### config.mk
export PLATFORM = sky130hd
export DESIGN_NAME = sar_adc_conversion_control
export DESIGN_NICKNAME = d
export VERILOG_FILES = /design/src/rtl/sar_adc_pkg.sv /design/src/rtl/result_fifo.sv /design/src/rtl/sar_adc_conversion_control.sv
export VERILOG_INCLUDE_DIRS = /design/src /design/src/rtl
export SDC_FILE = /design/constraint.sdc
export NUM_CORES = 1
export LEC_CHECK = 0
export CAP_MARGIN = 25
export CORE_ASPECT_RATIO = 0.75
export CORE_MARGIN = 2
export CORE_UTILIZATION = 35
export CTS_CLUSTER_DIAMETER = 120
export CTS_CLUSTER_SIZE = 12
export DETAILED_ROUTE_END_ITERATION = 10
export DONT_BUFFER_PORTS = 1
export SETUP_SLACK_MARGIN = 0.2
export SYNTH_ARGS = -nofsm -noshare
export SYNTH_HDL_FRONTEND = slang
export SYNTH_SLANG_ARGS = --single-unit
### constraint.sdc
create_clock -name core_clk -period 8.9 [get_ports core_clk]
set_clock_uncertainty 0.1 [all_clocks]
set_input_delay 1.78 -clock core_clk [delete_from_list [all_inputs] [get_ports core_clk]]
set_output_delay 1.78 -clock core_clk [all_outputs]
set_load 0.02 [all_outputs]
### src/rtl/sar_adc_defines.svh
// timing constants and codes for the conversion control block
`ifndef SAR_ADC_DEFINES_SVH
`define SAR_ADC_DEFINES_SVH
`define CLK_PERIOD_PS 5000
`define CONV_TIME_NS 3400
`define BUSY_LOW_NS 3500
`define DATA_TO_BUSY_NS 35
`define RETRIG_WINDOW_NS 250
`define CONV_CYCLES (((`CONV_TIME_NS * 1000) / `CLK_PERIOD_PS))
`define BUSY_CYCLES (((`BUSY_LOW_NS * 1000) / `CLK_PERIOD_PS))
`define DATA_LEAD_CYCLES ((`DATA_TO_BUSY_NS * 1000 + `CLK_PERIOD_PS - 1) / `CLK_PERIOD_PS)
`define RETRIG_CYCLES ((`RETRIG_WINDOW_NS * 1000) / `CLK_PERIOD_PS)
`define RESULT_BITS 16
`define STEP_CYCLES (`CONV_CYCLES / `RESULT_BITS)
`define FIFO_DEPTH 16
`define FIFO_AW 4
`define ZERO_CODE 16'h0000
`endif

### src/rtl/sar_adc_pkg.sv
// types for the conversion control block
package sar_adc_pkg;
	typedef enum logic [1:0] {
		ST_IDLE = 2'b00,
		ST_CONV = 2'b01,
		ST_DONE = 2'b11,
		ST_WAIT = 2'b10
	} conv_state_type;
endpackage : sar_adc_pkg

### src/rtl/result_fifo.sv
// small synchronous fifo carrying conversion results
`timescale 1ns/100ps
`default_nettype none
module result_fifo #(
	parameter int WIDTH = 16,
	parameter int DEPTH = 16,
	parameter int AW = 4
) (
	// clock and reset
	input wire logic core_clk,
	input wire logic reset,
	// write side
	input wire logic in_valid,
	output logic in_ready,
	input wire logic [WIDTH-1:0] in_data,
	// read side
	output logic out_valid,
	input wire logic out_ready,
	output logic [WIDTH-1:0] out_data
);
	logic [WIDTH-1:0] mem [DEPTH];
	logic [AW-1:0] wr_ptr;
	logic [AW-1:0] rd_ptr;
	logic [AW:0] count;
	logic do_wr;
	logic do_rd;

	// handshakes
	assign in_ready = (count != (AW+1)'(DEPTH));
	assign out_valid = (count != '0);
	assign do_wr = in_valid && in_ready;
	assign do_rd = out_valid && out_ready;
	assign out_data = mem[rd_ptr];

	// storage
	always_ff @(posedge core_clk) begin
		if (do_wr) begin
			mem[wr_ptr] <= in_data;
		end
	end

	// pointers and fill level
	always_ff @(posedge core_clk) begin
		if (reset) begin
			wr_ptr <= '0;
			rd_ptr <= '0;
			count <= '0;
		end else begin
			if (do_wr) begin
				wr_ptr <= wr_ptr + AW'(1);
			end
			if (do_rd) begin
				rd_ptr <= rd_ptr + AW'(1);
			end
			count <= count + (AW+1)'(do_wr) - (AW+1)'(do_rd);
		end
	end
endmodule : result_fifo
`default_nettype wire

### src/rtl/sar_adc_conversion_control.sv
// conversion sequencing, busy timing and result bus control of the sampling converter
//
// How it works
// - select falling edge puts track/hold into hold and starts conversion.
// - after conversion track/hold returns to sample and acquires input.
// - during conversion result bus is released and busy_n stays low.
// - result driven onto bus at least 25 ns before busy_n rises.
// - idle or finishing, bus driven when read high and select low.
// - read/convert falling with chip select low also starts conversion.
// - both selects low 250 ns after busy rise retrigger a conversion.
// - chip select high early keeps outputs off; read later.
// - read/convert left low; result shown once read high, select low.
// - busy_n low from start to completion, about 3.5 us.
// - start conditions during a conversion are ignored.
// - result in two's complement, 7FFF top, 8000 bottom.
`timescale 1ns/100ps
`default_nettype none
`include "sar_adc_defines.svh"
module sar_adc_conversion_control (
	// clock and reset
	input wire logic core_clk,
	input wire logic reset,
	// select pins from the controller
	input wire logic chip_select_n,
	input wire logic read_convert,
	// comparator decision from the analog array, one per step
	input wire logic comparator_high,
	// track/hold control and dac trial word to the analog front end
	output logic track_hold_hold,
	output logic [`RESULT_BITS-1:0] dac_trial,
	// busy flag and tri-state result bus
	output logic busy_n,
	output logic [`RESULT_BITS-1:0] result_bus_out,
	output logic result_bus_oe_n,
	// buffered result stream for on-chip consumers
	output logic stream_valid,
	input wire logic stream_ready,
	output logic [`RESULT_BITS-1:0] stream_data,
	output logic stream_overflow
);
	import sar_adc_pkg::*;

	localparam int STEP_W = 16;

	// ----------------------------------------
	// input synchronisers
	// ----------------------------------------
	logic cs_meta;
	logic cs_sync;
	logic rc_meta;
	logic rc_sync;
	logic cs_prev;
	logic rc_prev;
	logic start_req;
	logic both_low;

	// two flops on each pin
	always_ff @(posedge core_clk) begin
		if (reset) begin
			cs_meta <= 1'b1;
			cs_sync <= 1'b1;
			rc_meta <= 1'b1;
			rc_sync <= 1'b1;
		end else begin
			cs_meta <= chip_select_n;
			cs_sync <= cs_meta;
			rc_meta <= read_convert;
			rc_sync <= rc_meta;
		end
	end

	// previous sampled levels for edge detection
	always_ff @(posedge core_clk) begin
		if (reset) begin
			cs_prev <= 1'b1;
			rc_prev <= 1'b1;
		end else begin
			cs_prev <= cs_sync;
			rc_prev <= rc_sync;
		end
	end

	assign both_low = !cs_sync && !rc_sync;
	// start on either falling edge that leaves both selects low
	assign start_req = both_low && (cs_prev || rc_prev);

	// ----------------------------------------
	// conversion sequencer
	// ----------------------------------------
	conv_state_type state;
	conv_state_type next_state;
	logic [STEP_W-1:0] step_cnt;
	logic [STEP_W-1:0] busy_cnt;
	logic [STEP_W-1:0] retrig_cnt;
	logic [4:0] bit_idx;
	logic [`RESULT_BITS-1:0] sar_reg;
	logic [`RESULT_BITS-1:0] result_reg;
	logic step_done;
	logic conv_end;
	logic busy_end;
	logic retrig;

	// one-hot trial bit for a given step index, msb first
	function automatic logic [`RESULT_BITS-1:0] bit_mask(input logic [4:0] idx);
		bit_mask = `RESULT_BITS'(1) << (5'(`RESULT_BITS - 1) - idx);
	endfunction : bit_mask

	// finished word: decided upper bits plus last decision, msb flipped for two's complement
	function automatic logic [`RESULT_BITS-1:0] final_code(input logic [`RESULT_BITS-1:0] trial,
		input logic last_high);
		final_code = {trial[`RESULT_BITS-1:1], last_high} ^ {1'b1, {(`RESULT_BITS-1){1'b0}}};
	endfunction : final_code

	assign step_done = (step_cnt == STEP_W'(`STEP_CYCLES - 1));
	assign conv_end = step_done && (bit_idx == 5'(`RESULT_BITS - 1));
	assign busy_end = (busy_cnt == STEP_W'(`BUSY_CYCLES - 1));
	assign retrig = both_low && (retrig_cnt == STEP_W'(`RETRIG_CYCLES - 1));

	// next state selection
	always_comb begin
		next_state = state;
		unique case (state)
			ST_IDLE: begin
				if (start_req) begin
					next_state = ST_CONV;
				end
			end
			ST_CONV: begin
				if (conv_end) begin
					next_state = ST_DONE;
				end
			end
			ST_DONE: begin
				if (busy_end) begin
					next_state = ST_WAIT;
				end
			end
			ST_WAIT: begin
				if (retrig) begin
					next_state = ST_CONV;
				end else if (!both_low) begin
					next_state = ST_IDLE;
				end
			end
		endcase
	end

	// state register
	always_ff @(posedge core_clk) begin
		if (reset) begin
			state <= ST_IDLE;
		end else begin
			state <= next_state;
		end
	end

	// step timer and bit index
	always_ff @(posedge core_clk) begin
		if (reset || state != ST_CONV) begin
			step_cnt <= '0;
			bit_idx <= '0;
		end else if (step_done) begin
			step_cnt <= '0;
			bit_idx <= bit_idx + 5'(1);
		end else begin
			step_cnt <= step_cnt + STEP_W'(1);
		end
	end

	// busy length counter, runs from start to busy release
	always_ff @(posedge core_clk) begin
		if (reset || state == ST_IDLE || state == ST_WAIT) begin
			busy_cnt <= '0;
		end else begin
			busy_cnt <= busy_cnt + STEP_W'(1);
		end
	end

	// window counter after busy rises
	always_ff @(posedge core_clk) begin
		if (reset || state != ST_WAIT) begin
			retrig_cnt <= '0;
		end else begin
			retrig_cnt <= retrig_cnt + STEP_W'(1);
		end
	end

	always_ff @(posedge core_clk) begin
		if (reset) begin
			sar_reg <= `ZERO_CODE;
		end else if (state != ST_CONV && next_state == ST_CONV) begin
			sar_reg <= bit_mask(5'(0));
		end else if (state == ST_CONV && step_done) begin
			// keep or drop the trial bit, then try the next one
			if (!comparator_high) begin
				sar_reg <= (sar_reg & ~bit_mask(bit_idx))
					| (conv_end ? `ZERO_CODE : bit_mask(bit_idx + 5'(1)));
			end else begin
				sar_reg <= sar_reg | (conv_end ? `ZERO_CODE : bit_mask(bit_idx + 5'(1)));
			end
		end
	end

	always_ff @(posedge core_clk) begin
		if (reset) begin
			result_reg <= `ZERO_CODE;
		end else if (state == ST_CONV && conv_end) begin
			result_reg <= final_code(sar_reg, comparator_high);
		end
	end

	assign dac_trial = sar_reg;

	// ----------------------------------------
	// pin outputs
	// ----------------------------------------

	always_ff @(posedge core_clk) begin
		if (reset) begin
			track_hold_hold <= 1'b0;
		end else begin
			track_hold_hold <= (next_state == ST_CONV);
		end
	end

	always_ff @(posedge core_clk) begin
		if (reset) begin
			busy_n <= 1'b1;
		end else begin
			busy_n <= !(next_state == ST_CONV || next_state == ST_DONE);
		end
	end

	always_ff @(posedge core_clk) begin
		if (reset) begin
			result_bus_oe_n <= 1'b1;
		end else begin
			result_bus_oe_n <= !(rc_sync && !cs_sync && (next_state == ST_IDLE || next_state == ST_WAIT
				|| (next_state == ST_DONE && state == ST_DONE)));
		end
	end

	// driven data register
	always_ff @(posedge core_clk) begin
		if (reset) begin
			result_bus_out <= `ZERO_CODE;
		end else begin
			result_bus_out <= result_reg;
		end
	end

	// ----------------------------------------
	// result stream
	// ----------------------------------------
	logic push;
	logic fifo_in_ready;

	assign push = (state == ST_CONV) && (next_state == ST_DONE);

	// sticky flag when a result found no room
	always_ff @(posedge core_clk) begin
		if (reset) begin
			stream_overflow <= 1'b0;
		end else if (push && !fifo_in_ready) begin
			stream_overflow <= 1'b1;
		end
	end

	logic [`RESULT_BITS-1:0] push_data;
	// same word as the bus register, taken at the last decision
	assign push_data = final_code(sar_reg, comparator_high);

	result_fifo #(
		.WIDTH(`RESULT_BITS),
		.DEPTH(`FIFO_DEPTH),
		.AW(`FIFO_AW)
	) u_fifo (
		.core_clk(core_clk),
		.reset(reset),
		.in_valid(push),
		.in_ready(fifo_in_ready),
		.in_data(push_data),
		.out_valid(stream_valid),
		.out_ready(stream_ready),
		.out_data(stream_data)
	);
endmodule : sar_adc_conversion_control
`default_nettype wire

==> results by group <==
Clock tree
  • CTS root buf: clkbuf_16
  • Clock transition at path regs: 60 ps
  • CTS tree: done
  • Clock Path Buffers: 3
  • Number of buffers created by CTS: 38
  • Post-CTS Setup Bufs: 0
  • Latest clock arrival within the worst-skew pair: between 500 and 600 ps
  • Cells resized by post-CTS repair: 0
  • Hold_buf cts: 0
  • # clock sinks: ~390
  • Htree depth: 2

Setup path
  • Worst path arrival time: a little over 3000 ps
  • Critical path's top delay family: multiplexers
  • Most common cell on crit path: mux4_2
  • Worst r2r path cells: 5
  • Max stage delay on crit path: 590 ps
  • Slowest cell on the critical path: mux4_2
  • Setup crit end kind: output port
  • CP Depth: 4
  • CP max FO: 27
  • Worst path required time: approximately 7000 ps
  • CP Cell Sequence: buf_4 > buf_12 > mux4_2 > mux4_2
  • CP Class: flip-flop to output port
  • R2R Path Start: state[0]
  • Crit path launch type: flip-flop
  • Buffers and inverters on the worst path: 2

GRT
  • First-pass GRT wire length: ~50000 um
  • Remaining global-route overflow: 0
  • Initial antenna violation count: 0
  • Vias in the first global route: slightly above 8000
  • Total Routing Usage GR: between 10 and 15%
  • Largest net degree at the start of global routing: 65

STA
  • Worst Tran Pin Value: between 1000 and 1500 ps
  • RSZ-0062 raised after global routing: false
  • Hold Vio Cnt, Final: 0
  • Final Cycle Share: a little under three fifths
  • Setup violations, final: 0
  • Slew Limit Fails: 0
  • Final TNS setup: 0 ps
  • Worst slew margin: 30.13%
  • Min setup slack post-route: 3999 ps
  • Crit path time final: between 4000 and 5000 ps
  • Max Clock Freq: 204.0 MHz

Synthesis
  • Adder-cell share of the synthesized area: 2.029%
  • Main flop type after synthesis: edfxtp_1
  • Async set or reset register ratio after synthesis: 0%
  • EDFF count, synth: 256
  • Largest family of logic cells by synthesized area: multiplexers
  • Mux cell area share after synthesis: about an eighth
  • Synth warn: 0
  • Synth Instances: roughly 980
  • Mapped Area: 15170 um2
  • Synth Register Bits: around 390
  • Top cell type's share of synthesized area: roughly half
  • Synth area leaders: edfxtp_1, dfxtp_1, mux4_2
  • Synth Net Count: around 1000
  • Leading area contributor after synthesis: edfxtp_1
  • Synth Area in Compound Gates: ~2.4%
  • Unique cell type count in the Yosys netlist: slightly below 50
  • Synth Area in Simple Gates: about a tenth
  • XOR/XNOR share of the synthesized area: about 3%
  • Sequential cell area fraction in the yosys report: 67.82%
  • Syn Area/Cell: about 15 um2

Placement
  • Routability cong.: between 0.8 and 0.9
  • IO buf count: 0
  • Pre-CTS setup slack: 4339 ps
  • HPWL Detailed: between 15000 and 20000 um

Power
  • Maximum vdd ir drop: roughly 0.00016 V
  • Cell Int Power: between 2 and 3 mW
  • Power share of the sequential group: between 50 and 60%
  • Leakage: about 4.7 nW
  • Psw: between 800 and 900 uW
  • Share of power burned in the clock network: approximately two fifths
  • Sw frac: a little under a quarter
  • Pwr/cell area: about 220 nW/um2
  • Combinational cell fraction of total power: under 10%

Run
  • Max Cap Viol: 0

Worst hold path
  • Min-delay worst type: flip-flop to flip-flop
  • Worst hold start: rc_sync
  • WHS Path Cells: 1

Finish
  • Largest Register: u_fifo.mem
  • Total Nets Final: approximately 1000
  • Multi-input logic area: between 4000 and 5000 um2
  • Area grow syn2layout: 11.88%
  • N_diodes: 0
  • Seq. cell area: 10290 um2
  • Largest register FFs: around 260
  • Share of cells above drive strength 1: between 15 and 20%
  • Filler cell count: 3944

Run status
  • Status: complete, no violations

Floorplanning
  • Die width: 244.4 um
  • CORE AREA: approximately 43000 um2
  • Die Y: between 150 and 200 um
  • FP Rows: 66
  • I/O pin count: slightly below 60
  • Initial Util: around a third
  • Die area: ~45000 um2

Route
  • Routed vias/inst: about 5.1
  • Total Wirelength: 33370 um
  • Via count: about 8100
  • Residual DRC: 0
  • Drt first pass iters: 5
  • Routed length per instance: 21.15 um
  • DRT antenna net count: 0
  • DRT iter0 DRCs: about 730
[cells by family after synthesis]
| family | Yosys count |
|---|---|
| flip-flops | 386 |
| AND/OR/NAND/NOR | 293 |
| multiplexers | 84 |
| buffers and inverters | 77 |
| AO/OA/AOI/OAI | 67 |
| XOR/XNOR | 52 |
| adder cells (fa/ha/maj) | 24 |
[cell type report]
| type | count | area share (%) |
|---|---|---|
| Sequential cell | 386 | 60.64 |
| Multi-Input combinational cell | 520 | 26.71 |
| Clock buffer | 45 | 5.881 |
| Tap cell | 578 | 4.260 |
| Timing Repair Buffer | 29 | 1.872 |
| Inverter | 17 | 0.3759 |
| Clock inverter | 3 | 0.2580 |
[synthesized netlist by cell type, types with 4 or more instances]
cell type	n
mux4_2	80
inv_1	17
nor2_1	76
ha_1	23
and2_1	6
clkbuf_1	31
nand3_1	24
nor2b_1	25
xor2_1	38
xnor2_1	14
nor3_1	4
nand2_1	67
nand4_1	18
or3_1	4
and3_1	26
nand4b_1	4
or2_2	7
buf_4	15
a21oi_1	39
o21ai_0	19
and4_1	9
edfxtp_1	256
dfxtp_1	130
buf_2	11
[power by group through the flow]
stage	Sequential (mW)	Combinational (mW)	Clock, mW
final	1.94	0.346	1.42
after CTS	1.94	0.348	1.46
after global placement	1.98	0.334	0
after global routing	1.94	0.383	1.53
after floorplan	1.96	0.308	0
after detailed placement	1.98	0.347	0
[per-layer routing]
metal | track usage (%) | wire (um) | part of all wire (%)
met3 | 3.771 | 2463 | 7.4
met1 | 22.19 | 15950 | 48
met4 | 3.073 | 399 | 1.2
met2 | 22.09 | 14560 | 44
met5 | 0 | 0 | 0
[metrics by stage]
stage	utilization (%)	std cells	power, mW	cell area, um2	hold slack, ps
after global placement	36.61	1523	2.310	15780	297.3
after CTS	39.17	1574	3.751	16890	310.2
after floorplan	-	983	2.264	15170	275.9
after global routing	39.38	1578	3.857	16980	315.0
after detailed placement	36.76	1526	2.324	15840	296.4
final	39.38	1578	3.709	16980	308.8
[layout by cell type, fill, tap and decap left out, types with 4 or more instances in the layout]
cell and instances:
nor2b_1 23, and3_1 26, xor2_1 38, clkbuf_16 39, mux4_2 80, buf_4 23
or3_1 4, inv_1 17, buf_16 4, nor2_1 76, dfxtp_1 128, nand2_1 67
and4_1 9, and2_1 6, o21ai_0 19, nand3_1 24, a21oi_1 39, nand4b_1 4
ha_1 23, edfxtp_1 256, nand4_1 18, or2_2 7, clkbuf_1 6, nor3_2 4
xnor2_1 14
[final timing paths]
kind         slack (ps)           endpoint
max                4000    stream_data[15]
min                 310    result_bus_oe_n
max reg2reg        5570  u_fifo.mem[14][2]
min reg2reg         310    result_bus_oe_n
(Power assumes the default switching activity.)
